### src/rtl/csd_pkg.sv
// Constants for the clock source and divider control block.
// Assumes an 8-bit register port and oscillator levels synchronous to the system clock.
package csd_pkg;
  // Register offsets
  localparam logic [7:0] ADDR_CM0 = 8'h06;
  localparam logic [7:0] ADDR_CM1 = 8'h07;
  localparam logic [7:0] ADDR_OCD = 8'h0C;
  localparam logic [7:0] ADDR_FAST_OSCILLATOR_CONTROL = 8'h20;
  localparam logic [7:0] ADDR_FAST_OSC_TRIM_A = 8'h21;
  localparam logic [7:0] ADDR_FAST_OSC_TRIM_B = 8'h22;
  // Reset values
  localparam logic [7:0] RST_CM0 = 8'h68;
  localparam logic [7:0] RST_CM1 = 8'h20;
  localparam logic [3:0] RST_OCD = 4'h4;
  localparam logic [7:0] RST_FAST_OSCILLATOR_CONTROL = 8'h00;
  localparam logic [7:0] RST_TRIM = 8'h00;
  localparam logic [7:0] READ_ZERO = 8'h00;
  // Writable masks
  localparam logic [7:0] MASK_FAST_OSCILLATOR_CONTROL = 8'h03;
  localparam logic [3:0] MASK_OCD = 4'h7;
  // Field positions
  localparam int CM0_PCLK_WAIT = 2;
  localparam int CM0_MAIN_STOP = 5;
  localparam int CM0_DIV8 = 6;
  localparam int CM1_PIN_FUNC = 3;
  localparam int CM1_SLOW_STOP = 4;
  localparam int CM1_DRIVE = 5;
  localparam int CM1_DIV_LO = 6;
  localparam int CM1_DIV_HI = 7;
  localparam int HRA_EN = 0;
  localparam int HRA_SEL = 1;
  localparam int OCD_DET_LO = 0;
  localparam int OCD_DET_HI = 1;
  localparam int OCD_SRC = 2;
  localparam int OCD_STOPPED = 3;
  localparam logic [1:0] DET_ENABLED = 2'h3;
  // CPU divider codes: index of the counter bit used as CPU clock
  localparam logic [2:0] DIV_1 = 3'h0;
  localparam logic [2:0] DIV_2 = 3'h1;
  localparam logic [2:0] DIV_4 = 3'h2;
  localparam logic [2:0] DIV_8 = 3'h3;
  localparam logic [2:0] DIV_16 = 3'h4;
  // Counter widths and tap positions
  localparam int SYS_CNT_W = 6;
  localparam int CPU_CNT_W = 5;
  localparam int RING_CNT_W = 7;
  localparam int TAP_F1 = 0;
  localparam int TAP_F2 = 1;
  localparam int TAP_F4 = 2;
  localparam int TAP_F8 = 3;
  localparam int TAP_F32 = 5;
  localparam int TAP_RING128 = 6;
  localparam logic [SYS_CNT_W-1:0] SYS_CNT_ONE = 6'h01;
  localparam logic [CPU_CNT_W-1:0] CPU_CNT_ONE = 5'h01;
  localparam logic [CPU_CNT_W-1:0] CPU_CNT_ZERO = 5'h00;
  localparam logic [RING_CNT_W-1:0] RING_CNT_ONE = 7'h01;

  // Whole state of the block
  typedef struct packed {
    logic [7:0] cm0;
    logic [7:0] cm1;
    logic [3:0] oscillation_detect_control;
    logic [7:0] fast_oscillator_control;
    logic [7:0] fast_osc_trim_a;
    logic [7:0] fast_osc_trim_b;
    logic [7:0] rdata;
    logic main_q;
    logic fast_q;
    logic slow_q;
    logic stop_q;
    logic sys_sel;
    logic [2:0] div_act;
    logic [SYS_CNT_W-1:0] sys_cnt;
    logic [CPU_CNT_W-1:0] cpu_cnt;
    logic [RING_CNT_W-1:0] ring_cnt;
    logic cpu_clk;
    logic [4:0] pclk;
    logic ring_clk;
    logic ring_slow;
    logic fast_ring;
    logic wdt_ring;
  } csd_state_t;
endpackage

### src/rtl/csd_clock_ctrl.sv
// Clock source selection, CPU divider and peripheral clock generation.
// Assumes oscillator levels arrive synchronous to CLK_SYS and far slower than it;
// clock outputs are registered square waves rebuilt from edges of those levels.
// Summary of operation
// - Fast oscillator enable resets to 0; writing 1 starts it, 0 stops it.
// - On-chip select bit: 0 picks slow oscillator, 1 picks fast oscillator.
// - Main oscillator is stopped in and after reset until software enables it.
// - Feedback resistor is disconnected in stop mode, connected otherwise.
// - Main stop bit set to 1 stops the main oscillator.
// - An external clock on the oscillator input is not stopped by main stop.
// - After reset the CPU runs from slow on-chip clock divided by 8.
// - With detection 11b and main clock lost, switch to on-chip clock and force slow stop to 0.
// - Fast oscillator trimmed through two separate trim registers.
// - Source select 0 picks main clock, 1 picks on-chip clock.
// - Divide-by-8 bit overrides; else field gives 1, 2, 4 or 16.
// - Entering stop from main-clock modes sets the divide-by-8 bit.
// - Peripheral clocks are system clock divided by 1, 2, 4, 8 and 32.
// - Peripheral clocks stop during wait when the stop-in-wait bit is 1.
// - Ring clock follows on-chip clock; slow ring is it divided by 128.
// - Fast ring clock comes from fast oscillator while its enable is 1.
// - Watchdog ring clock runs while slow stop is 0, also in wait and protect.
// - High-speed mode gives the main clock undivided to the CPU.
// - On-chip clock comes from fast or slow oscillator per enable and select.
// - Ring clocks usable on main clock when either on-chip oscillator runs.
// - While on-chip clock is selected, slow stop is forced 0.
`timescale 1ns/1ps
`default_nettype none

module csd_clock_ctrl (
  // Clock and reset
  input wire logic CLK_SYS,
  input wire logic SRST,
  // Register port
  input wire logic [7:0] ADDR,
  input wire logic [7:0] WDATA,
  input wire logic WR,
  input wire logic RD,
  output logic [7:0] RDATA,
  // Oscillator levels and power modes
  input wire logic MAIN_OSC_IN,
  input wire logic FAST_OSC_IN,
  input wire logic SLOW_OSC_IN,
  input wire logic EXT_CLOCK_MODE,
  input wire logic MAIN_OSC_LOST,
  input wire logic WAIT_MODE,
  input wire logic STOP_MODE,
  input wire logic COUNT_PROTECT,
  // Oscillator controls
  output logic MAIN_OSC_EN,
  output logic FEEDBACK_CONNECT,
  output logic MAIN_DRIVE_HIGH,
  output logic OSC_OUT_HOLD_HIGH,
  output logic FAST_OSC_EN,
  output logic SLOW_OSC_EN,
  output logic [7:0] FAST_OSC_TRIM_A,
  output logic [7:0] FAST_OSC_TRIM_B,
  // Generated clocks and status
  output logic CPU_CLK,
  output logic [4:0] PERIPH_CLK,
  output logic RING_CLK,
  output logic SLOW_RING_CLK,
  output logic FAST_RING_CLK,
  output logic WATCHDOG_RING_CLK,
  output logic RING_AVAILABLE,
  output logic HIGH_SPEED_MODE
);

  csd_pkg::csd_state_t s_reg;
  csd_pkg::csd_state_t s_next;

  // Divider code from the three division bits
  function automatic logic [2:0] div_code(input logic div8, input logic hi, input logic lo);
    logic [2:0] code;
    code = csd_pkg::DIV_1;
    if (div8) begin
      code = csd_pkg::DIV_8;
    end else begin
      case ({hi, lo})
        2'h0: code = csd_pkg::DIV_1;
        2'h1: code = csd_pkg::DIV_2;
        2'h2: code = csd_pkg::DIV_4;
        default: code = csd_pkg::DIV_16;
      endcase
    end
    return code;
  endfunction

  // Level change of an oscillator input, qualified by its run enable
  function automatic logic half_tick(input logic run, input logic now, input logic prev);
    return run & (now ^ prev);
  endfunction

  logic hra_en;
  logic hra_sel;
  logic slow_on;
  logic main_run;
  logic main_edge;
  logic fast_edge;
  logic slow_edge;
  logic onchip_edge;
  logic onchip_lvl;
  logic sys_edge;
  logic old_src_dead;
  logic pclk_gate;

  // Oscillator run conditions
  assign hra_en = s_reg.fast_oscillator_control[csd_pkg::HRA_EN];
  assign hra_sel = s_reg.fast_oscillator_control[csd_pkg::HRA_SEL];
  assign slow_on = ~s_reg.cm1[csd_pkg::CM1_SLOW_STOP];
  // External clock ignores the main stop bit; only stop mode removes it
  assign main_run = EXT_CLOCK_MODE ? ~STOP_MODE :
    (s_reg.cm1[csd_pkg::CM1_PIN_FUNC] & ~s_reg.cm0[csd_pkg::CM0_MAIN_STOP] & ~STOP_MODE);

  // Edge detection on the oscillator levels
  assign main_edge = half_tick(main_run, MAIN_OSC_IN, s_reg.main_q);
  assign fast_edge = half_tick(hra_en & ~STOP_MODE, FAST_OSC_IN, s_reg.fast_q);
  assign slow_edge = half_tick(slow_on & ~STOP_MODE, SLOW_OSC_IN, s_reg.slow_q);
  assign onchip_edge = hra_sel ? fast_edge : slow_edge;
  assign onchip_lvl = hra_sel ? (FAST_OSC_IN & hra_en) : (SLOW_OSC_IN & slow_on);
  assign sys_edge = s_reg.sys_sel ? onchip_edge : main_edge;
  // A dead old source would never give the edge the switch waits for
  assign old_src_dead = s_reg.sys_sel ? 1'b0 : (~main_run | MAIN_OSC_LOST);
  assign pclk_gate = WAIT_MODE & s_reg.cm0[csd_pkg::CM0_PCLK_WAIT];

  // Next-state logic for registers and clock generators
  always_comb begin
    s_next = s_reg;
    s_next.main_q = MAIN_OSC_IN;
    s_next.fast_q = FAST_OSC_IN;
    s_next.slow_q = SLOW_OSC_IN;
    s_next.stop_q = STOP_MODE;
    s_next.rdata = csd_pkg::READ_ZERO;

    // Register writes
    if (WR) begin
      case (ADDR)
        csd_pkg::ADDR_CM0: s_next.cm0 = WDATA;
        csd_pkg::ADDR_CM1: begin
          s_next.cm1 = WDATA;
          if (s_reg.oscillation_detect_control[csd_pkg::OCD_SRC] | COUNT_PROTECT) begin
            s_next.cm1[csd_pkg::CM1_SLOW_STOP] = s_reg.cm1[csd_pkg::CM1_SLOW_STOP];
          end
        end
        csd_pkg::ADDR_OCD: s_next.oscillation_detect_control = (WDATA[3:0] & csd_pkg::MASK_OCD) | (s_reg.oscillation_detect_control & ~csd_pkg::MASK_OCD);
        csd_pkg::ADDR_FAST_OSCILLATOR_CONTROL: s_next.fast_oscillator_control = WDATA & csd_pkg::MASK_FAST_OSCILLATOR_CONTROL;
        csd_pkg::ADDR_FAST_OSC_TRIM_A: s_next.fast_osc_trim_a = WDATA;
        csd_pkg::ADDR_FAST_OSC_TRIM_B: s_next.fast_osc_trim_b = WDATA;
        default: s_next.cm0 = s_next.cm0;
      endcase
    end

    // Register reads, data in the following cycle
    if (RD) begin
      case (ADDR)
        csd_pkg::ADDR_CM0: s_next.rdata = s_reg.cm0;
        csd_pkg::ADDR_CM1: s_next.rdata = s_reg.cm1;
        csd_pkg::ADDR_OCD: s_next.rdata = {4'h0, s_reg.oscillation_detect_control};
        csd_pkg::ADDR_FAST_OSCILLATOR_CONTROL: s_next.rdata = s_reg.fast_oscillator_control;
        csd_pkg::ADDR_FAST_OSC_TRIM_A: s_next.rdata = s_reg.fast_osc_trim_a;
        csd_pkg::ADDR_FAST_OSC_TRIM_B: s_next.rdata = s_reg.fast_osc_trim_b;
        default: s_next.rdata = csd_pkg::READ_ZERO;
      endcase
    end

    // Main clock loss: hardware takes over, beating any write in the same cycle
    if (s_reg.oscillation_detect_control[csd_pkg::OCD_DET_HI:csd_pkg::OCD_DET_LO] == csd_pkg::DET_ENABLED &&
        !s_reg.oscillation_detect_control[csd_pkg::OCD_SRC] && MAIN_OSC_LOST) begin
      s_next.oscillation_detect_control[csd_pkg::OCD_SRC] = 1'b1;
      s_next.oscillation_detect_control[csd_pkg::OCD_STOPPED] = 1'b1;
      s_next.cm1[csd_pkg::CM1_SLOW_STOP] = 1'b0;
    end

    // Slow oscillator must run while it may feed the system clock
    if (s_next.oscillation_detect_control[csd_pkg::OCD_SRC]) begin
      s_next.cm1[csd_pkg::CM1_SLOW_STOP] = 1'b0;
    end

    // Stop entry from a main-clock mode forces divide-by-8 and strong drive
    if (STOP_MODE && !s_reg.stop_q && !s_reg.oscillation_detect_control[csd_pkg::OCD_SRC]) begin
      s_next.cm0[csd_pkg::CM0_DIV8] = 1'b1;
      s_next.cm1[csd_pkg::CM1_DRIVE] = 1'b1;
    end

    // System clock counter; source swaps as the f1 phase falls, or at once when the old main source is dead
    if (sys_edge) begin
      s_next.sys_cnt = s_reg.sys_cnt + csd_pkg::SYS_CNT_ONE;
    end
    if ((sys_edge && !s_next.sys_cnt[csd_pkg::TAP_F1]) || old_src_dead) begin
      s_next.sys_sel = s_reg.oscillation_detect_control[csd_pkg::OCD_SRC];
    end

    // CPU divider counter, frozen while the CPU waits
    if (sys_edge && !WAIT_MODE) begin
      s_next.cpu_cnt = s_reg.cpu_cnt + csd_pkg::CPU_CNT_ONE;
      // New ratio taken only at full wrap, when every tap is low
      if (s_next.cpu_cnt == csd_pkg::CPU_CNT_ZERO) begin
        s_next.div_act = div_code(s_reg.cm0[csd_pkg::CM0_DIV8], s_reg.cm1[csd_pkg::CM1_DIV_HI],
          s_reg.cm1[csd_pkg::CM1_DIV_LO]);
      end
    end
    s_next.cpu_clk = s_next.cpu_cnt[s_next.div_act] & ~STOP_MODE;

    // Peripheral clocks from the system counter taps
    s_next.pclk[0] = s_next.sys_cnt[csd_pkg::TAP_F1] & ~pclk_gate;
    s_next.pclk[1] = s_next.sys_cnt[csd_pkg::TAP_F2] & ~pclk_gate;
    s_next.pclk[2] = s_next.sys_cnt[csd_pkg::TAP_F4] & ~pclk_gate;
    s_next.pclk[3] = s_next.sys_cnt[csd_pkg::TAP_F8] & ~pclk_gate;
    s_next.pclk[4] = s_next.sys_cnt[csd_pkg::TAP_F32] & ~pclk_gate;

    // Ring clocks ignore wait mode
    if (onchip_edge && onchip_lvl) begin
      s_next.ring_cnt = s_reg.ring_cnt + csd_pkg::RING_CNT_ONE;
    end
    s_next.ring_clk = onchip_lvl & ~STOP_MODE;
    s_next.ring_slow = s_next.ring_cnt[csd_pkg::TAP_RING128];
    s_next.fast_ring = FAST_OSC_IN & hra_en & ~STOP_MODE;
    // Watchdog clock also survives stop attempts in count-source-protect
    s_next.wdt_ring = SLOW_OSC_IN & slow_on & (~STOP_MODE | COUNT_PROTECT);
  end

  // State register
  always_ff @(posedge CLK_SYS) begin
    if (SRST) begin
      s_reg <= '0;
      s_reg.cm0 <= csd_pkg::RST_CM0;
      s_reg.cm1 <= csd_pkg::RST_CM1;
      s_reg.oscillation_detect_control <= csd_pkg::RST_OCD;
      s_reg.fast_oscillator_control <= csd_pkg::RST_FAST_OSCILLATOR_CONTROL;
      s_reg.fast_osc_trim_a <= csd_pkg::RST_TRIM;
      s_reg.fast_osc_trim_b <= csd_pkg::RST_TRIM;
      s_reg.sys_sel <= 1'b1;
      s_reg.div_act <= csd_pkg::DIV_8;
    end else begin
      s_reg <= s_next;
    end
  end

  // Outputs
  assign RDATA = s_reg.rdata;
  assign MAIN_OSC_EN = main_run;
  assign FEEDBACK_CONNECT = ~STOP_MODE;
  assign MAIN_DRIVE_HIGH = s_reg.cm1[csd_pkg::CM1_DRIVE];
  assign OSC_OUT_HOLD_HIGH = s_reg.cm1[csd_pkg::CM1_PIN_FUNC] & (STOP_MODE | s_reg.cm0[csd_pkg::CM0_MAIN_STOP]);
  assign FAST_OSC_EN = hra_en & ~STOP_MODE;
  assign SLOW_OSC_EN = slow_on & (~STOP_MODE | COUNT_PROTECT);
  assign FAST_OSC_TRIM_A = s_reg.fast_osc_trim_a;
  assign FAST_OSC_TRIM_B = s_reg.fast_osc_trim_b;
  assign CPU_CLK = s_reg.cpu_clk;
  assign PERIPH_CLK = s_reg.pclk;
  assign RING_CLK = s_reg.ring_clk;
  assign SLOW_RING_CLK = s_reg.ring_slow;
  assign FAST_RING_CLK = s_reg.fast_ring;
  assign WATCHDOG_RING_CLK = s_reg.wdt_ring;
  assign RING_AVAILABLE = slow_on | hra_en;
  assign HIGH_SPEED_MODE = ~s_reg.sys_sel & (s_reg.div_act == csd_pkg::DIV_1) & main_run;

endmodule

`default_nettype wire

### config.mk
export PLATFORM = sky130hd
export DESIGN_NAME = csd_clock_ctrl
export DESIGN_NICKNAME = d
export VERILOG_FILES = /design/src/rtl/csd_pkg.sv /design/src/rtl/csd_clock_ctrl.sv
export SDC_FILE = /design/constraint.sdc
export NUM_CORES = 1
export LEC_CHECK = 0
export BUFFER_PORTS_ARGS = -buffer_cell sky130_fd_sc_hd__buf_2
export CORE_UTILIZATION = 62
export CTS_BUF_LIST = sky130_fd_sc_hd__clkbuf_4
export DETAILED_ROUTE_END_ITERATION = 7
export PLACE_DENSITY_LB_ADDON = 0.1
export SKIP_CTS_REPAIR_TIMING = 1
export SYNTH_ARGS = -nofsm -noshare
export SYNTH_HDL_FRONTEND = slang
export SYNTH_SLANG_ARGS = --single-unit
### constraint.sdc
create_clock -name CLK_SYS -period 4.6 [get_ports CLK_SYS]
set_input_delay 0.23 -clock CLK_SYS [delete_from_list [all_inputs] [get_ports CLK_SYS]]
set_output_delay 0.23 -clock CLK_SYS [all_outputs]
set_load 0.1 [all_outputs]
Word level (Yosys, flattened, before mapping)
Cells that the tools add are included.
Storage, ports and cells
  output and inout bits: 42
  register bits after elaboration: 81
  input bits: 28
Operators by class
  order comparisons: 1
  bitwise gates (word level): 40
  reduce and logical (&&, ||, !) cells: 28
  mux-type cells: 21
  $add $sub $neg: 3
  eq/ne operators: 9
Operators with widths (number)
  case mux 8 bit (6 select lines): 1
  2-to-1 mux 28 bit: 1
  == test 8 x 6 -> 1 bit, second input constant: 3
  bitwise AND 1 bit: 23
  == test 8 x 3 -> 1 bit, second input constant: 2
  2-to-1 mux 8 bit: 2
  AND reduction 2 bit: 7
  2-to-1 mux 3 bit: 3
  case mux 3 bit (3 select lines): 1
  == test 8 x 4 -> 1 bit, second input constant: 1
  NOT 1 bit: 8
  adder 7 x 1 -> 7 bit, second input constant: 1
  logical AND 1 bit: 7
  2-to-1 mux 7 bit: 1
  adder 6 x 1 -> 6 bit, second input constant: 1
  2-to-1 mux 1 bit: 6
  2-to-1 mux 6 bit: 1
  adder 5 x 1 -> 5 bit, second input constant: 1
  zero test 5 bit: 1
  2-to-1 mux 5 bit: 1
  OR 1 bit: 5
  == test 2 bit, second input constant: 2
  zero test 1 bit: 4
  less-than comparator 3 x 4 -> 1 bit, second input constant: 1
  13 further kinds: 18

Logic depth before layout (Yosys ltp)
  depth after elaboration: 11
  depth in mapped cells: 8
  mapped depth without buffers: 8

Worst setup path before layout
OpenSTA, ideal clock, no wires.
  path type: input to register
  start: input port STOP_MODE
  end: register s_reg (netlist bit SLOW_RING_CLK)
  data required time: 4.533 ns
  arrival: 2.895 ns
  stages on the path: 8
  path slack: 1.638 ns
  path through: clkbuf_1 > nor2b_1 > a32o_1 > nand2_1 > nor3_1 > nand3_1 > xor2_1 > nor2_1
Between the ends
  word-level cells in the longest chain between the ends: 5
  elaborated cells on any way between the ends: 7
  those cells by class: 1 x mux; 5 x bitwise; 1 x reduce/logical
RTL lines
  start: declaration: line csd_clock_ctrl.sv:46  | input wire logic STOP_MODE,
  NOT 1 bit
  bitwise AND 1 bit
  net FAST_OSC_EN: line csd_clock_ctrl.sv:53  | output logic FAST_OSC_EN,
  bitwise AND 1 bit: line csd_clock_ctrl.sv:90  | return run & (now ^ prev);
  2-to-1 mux 1 bit: line csd_clock_ctrl.sv:118  | assign onchip_edge = hra_sel ? fast_edge : slow_edge;
  logical AND 1 bit: line csd_clock_ctrl.sv:211  | if (onchip_edge && onchip_lvl) begin
  end signal: assignment: line csd_clock_ctrl.sv:234  | s_reg <= s_next;
  end: declaration: line csd_clock_ctrl.sv:68  | csd_pkg::csd_state_t s_reg;
The timed path passes the listed nets, and every way through them passes these cells.
A chain may end at the register's enable or synchronous reset.

Final worst setup path
  start: register s_reg[75] in the netlist's numbering
  end: register s_reg (netlist bit CPU_CLK)
Between the ends
  word-level cells in the longest chain between the ends: 10
  elaborated cells on any way between the ends: 11
  those cells by class: 6 x mux; 4 x bitwise; 1 x reduce/logical
RTL lines
  bitwise AND 1 bit (*) (2 in a row): line csd_clock_ctrl.sv:112  | (s_reg.cm1[csd_pkg::CM1_PIN_FUNC] & ~s_reg.cm0[csd_pkg::CM0_MAIN_STOP] & ~STOP_MODE);
  2-to-1 mux 1 bit (*): line csd_clock_ctrl.sv:111  | assign main_run = EXT_CLOCK_MODE ? ~STOP_MODE :
  bitwise AND 1 bit (*): line csd_clock_ctrl.sv:90
  2-to-1 mux 1 bit (*): line csd_clock_ctrl.sv:120  | assign sys_edge = s_reg.sys_sel ? onchip_edge : main_edge;
  logical AND 1 bit (*): line csd_clock_ctrl.sv:193  | if (sys_edge && !WAIT_MODE) begin
  2-to-1 mux 5 bit or 2-to-1 mux 3 bit (tied branches): line csd_clock_ctrl.sv:193
  binary-select mux 1 bit (select 3 bit) (*): line csd_clock_ctrl.sv:201  | s_next.cpu_clk = s_next.cpu_cnt[s_next.div_act] & ~STOP_MODE;
  2-to-1 mux 1 bit (implied by the code) (*): line csd_clock_ctrl.sv:201
  bitwise AND 1 bit (*): line csd_clock_ctrl.sv:201
Every way passes the cells marked *; elsewhere a longest branch is shown, timed or not. The select of a mux whose other input is x is not followed.

==> flow_summary.json <==
{
  "ys_top_cells_by_count": "dfxtp_1 (81), nand2_1 (54), a21oi_1 (41)",
  "vias": 3204,
  "viasPerCell": 5.83,
  "layout-drive-gt1-share": 0.196,
  "fin_crit_sh": 0.524,
  "worst_pin_slew_ps": 951,
  "synth_top_area_share": 0.430,
  "path_class": "register to register",
  "worstPathRequired_ps": 4960,
  "drc": 0,
  "wl_per_cell_microns": 15.2,
  "finalInstanceArea_sq_mm": 0.00403,
  "synth_top_family_by_area": "simple AND/OR/NAND/NOR gates",
  "syn-num-nets": 475,
  "grtUsageTotal": 0.275,
  "dpl.hpwl_microns": 6020,
  "firstDrtPassIters": 5,
  "vdd_drop_max_v": 0.000217,
  "reg2reg_slack_ps": 2190,
  "synth_cells": 442,
  "largest_reg_flops": 44,
  "htree_levels": 3,
  "initial_utilization": 0.641,
  "ys.warnings.count": 0,
  "drt-initial-drc-count": 334,
  "overflow": 0,
  "grt_pass1_vias": 2831,
  "max_cap_viol_count": 0,
  "path_max_fanout": 5,
  "clk_pin_slew_worst_paths_ps": 120,
  "tns_ps": 0,
  "rows": 28,
  "min-delay-start": "MAIN_OSC_LOST",
  "antenna_found_initial": 0,
  "synth_edf_count": 0,
  "cp.arrival_ps": 2780,
  "fin_crit_ps": 2410,
  "synth.most_common_cell": "dfxtp_1",
  "whs_endpoint": "s_reg[31]$_SDFFE_PP1P_",
  "synthMuxAreaShare": 0.0295,
  "critPathCaptureType": "register",
  "ys_ff_latch": 81,
  "totalWireLength_microns": 8370,
  "cts_buffers": 9,
  "p_per_area_mw_per_mm2": 301,
  "setup.worst_path.start_class": "register",
  "yosysTopAreaCell": "dfxtp_1",
  "synth-simple-area-share": 0.243,
  "slew_viol_final": 0,
  "core_sq_mm": 0.00589,
  "ys.flop_type": "dfxtp_1",
  "reg2regPathDepth": 7,
  "die_h_microns": 80.0,
  "synthTopCellsByArea": "dfxtp_1 (43%), buf_4 (6.4%), a21oi_1 (5.4%)",
  "area_growth_pct": 6.70,
  "p_leak_nw": 1.61,
  "fmax_ghz": 0.415,
  "rsz0062_at_grt": "false",
  "diodes": 0,
  "clock_latency_ps": 420,
  "cts_tree": "yes",
  "synthXorXnorAreaFrac": 0.0394,
  "synth_seq_area_share": 0.430,
  "place_area_sq_mm": 0.00391,
  "io_pins": 70,
  "rr_endpoint": "CPU_CLK$_SDFF_PP0_",
  "r2r_start": "s_reg[75]$_SDFFE_PP0P_",
  "die_x_microns": 80.0,
  "gp_congestion": 0.824,
  "synth_area_sq_mm": 0.00377,
  "fin_nets": 505,
  "cts-root-buf": "clkbuf_4",
  "grt_pass1_wl_microns": 13400,
  "skew_ps": 11.0,
  "hold_viol_final": 0,
  "synth-adder-area-share": 0.0166,
  "setup_viol": 0,
  "fillers": 501,
  "min-delay-path-class": "input pin to register",
  "status": "finished, final reports clean",
  "ant_nets": 0,
  "die_area_sq_mm": 0.00640,
  "synth_compound_area_frac": 0.150,
  "async_flop_share": 0,
  "clock_path_buffers": 2,
  "avgSynthCellArea_sq_um": 8.54,
  "holdPathStages": 3,
  "grt_max_degree": 43,
  "clkSinkCount": 81,
  "synth_cell_types": 58,
  "numPortBuffers": 69,
  "slew_headroom": 0.361
}
[cells in the final DEF (no fill, tap or decap), types with 3 or more instances in the layout]
| cell type | Yosys | final |
|---|---|---|
| and2_1 | 8 | 8 |
| and3_1 | 5 | 5 |
| dfxtp_1 | 81 | 81 |
| nand4b_1 | 3 | 3 |
| nor2b_1 | 10 | 10 |
| o21ai_0 | 4 | 4 |
| nor3_1 | 9 | 9 |
| buf_2 | 3 | 69 |
| a21o_1 | 3 | 3 |
| nand4_1 | 3 | 3 |
| nand2_1 | 54 | 54 |
| a21oi_1 | 41 | 41 |
| xnor2_1 | 6 | 6 |
| mux2i_1 | 10 | 10 |
| a22oi_1 | 13 | 13 |
| nor2_1 | 31 | 31 |
| ha_1 | 5 | 5 |
| xor2_1 | 11 | 11 |
| inv_1 | 9 | 9 |
| clkbuf_4 | 0 | 10 |
| nand3_1 | 40 | 40 |
[cell type report]
class	count	area, sq um	share of cell area
inverters	9	33.8	0.00839
clock inverters	4	46.3	0.0115
flip-flops and latches	81	1620	0.403
clock buffers	10	75.1	0.0186
multi-input cells	301	1800	0.448
well taps	75	93.8	0.0233
repair buffers	70	353	0.0876
[worst max-delay path, cell delays in order (launching register included)]
cell and delay [ps]:
dfxtp_1 460, nand2b_4 80, a2111oi_1 560, o21ai_1 230, nor3_1 350, nor3_1 120, o41ai_2 350, a31o_1 190
[logic make-up after synthesis]
family          Yosys count
simple gates            183
compound gates           85
flops                    81
buf+inv                  60
xor+xnor                 17
mux                      11
fa+ha+maj                 5
[per-stage QoR]
stage                      util  hold WS [ps]  setup WS, ps  std cells  total power (W)
after floorplan               -           354          1640        442         0.000802
after global placement    0.664           442          1990        536         0.000832
after detailed placement  0.664           449          1920        536         0.000834
after CTS                 0.684          35.0          2220        550          0.00122
after global routing      0.684          49.3          1950        550          0.00126
final                     0.684          55.2          2190        550          0.00121
[worst max path at each step]
stage,startpoint,to,slack (ps)
6_report,s_reg[75]$_SDFFE_PP0P_,CPU_CLK$_SDFF_PP0_,2190
3_3_place_gp,ADDR[3],FAST_OSC_TRIM_A[7]$_SDFFE_PP0P_,1990
4_1_cts,s_reg[75]$_SDFFE_PP0P_,CPU_CLK$_SDFF_PP0_,2220
3_5_place_dp,ADDR[3],FAST_OSC_TRIM_A[5]$_SDFFE_PP0P_,1920
2_1_floorplan,STOP_MODE,SLOW_RING_CLK$_SDFFE_PP0P_,1640
5_1_grt,s_reg[75]$_SDFFE_PP0P_,CPU_CLK$_SDFF_PP0_,1950
[power by group]
| group | internal [W] | switching (W) |
|---|---|---|
| sequential | 0.000709 | 0.00000489 |
| combinational | 0.0000273 | 0.0000773 |
| clock | 0.000164 | 0.000231 |
[routing by layer]
layer | vias to the layer above | global-route usage | share of wire
met5 | - | 0 | 0
met4 | 0 | 0.121 | 0.016
met2 | 131 | 0.413 | 0.47
met1 | 1485 | 0.382 | 0.45
met3 | 15 | 0.0537 | 0.063
li1 | 1573 | - | -
(Power assumes the default switching activity.)
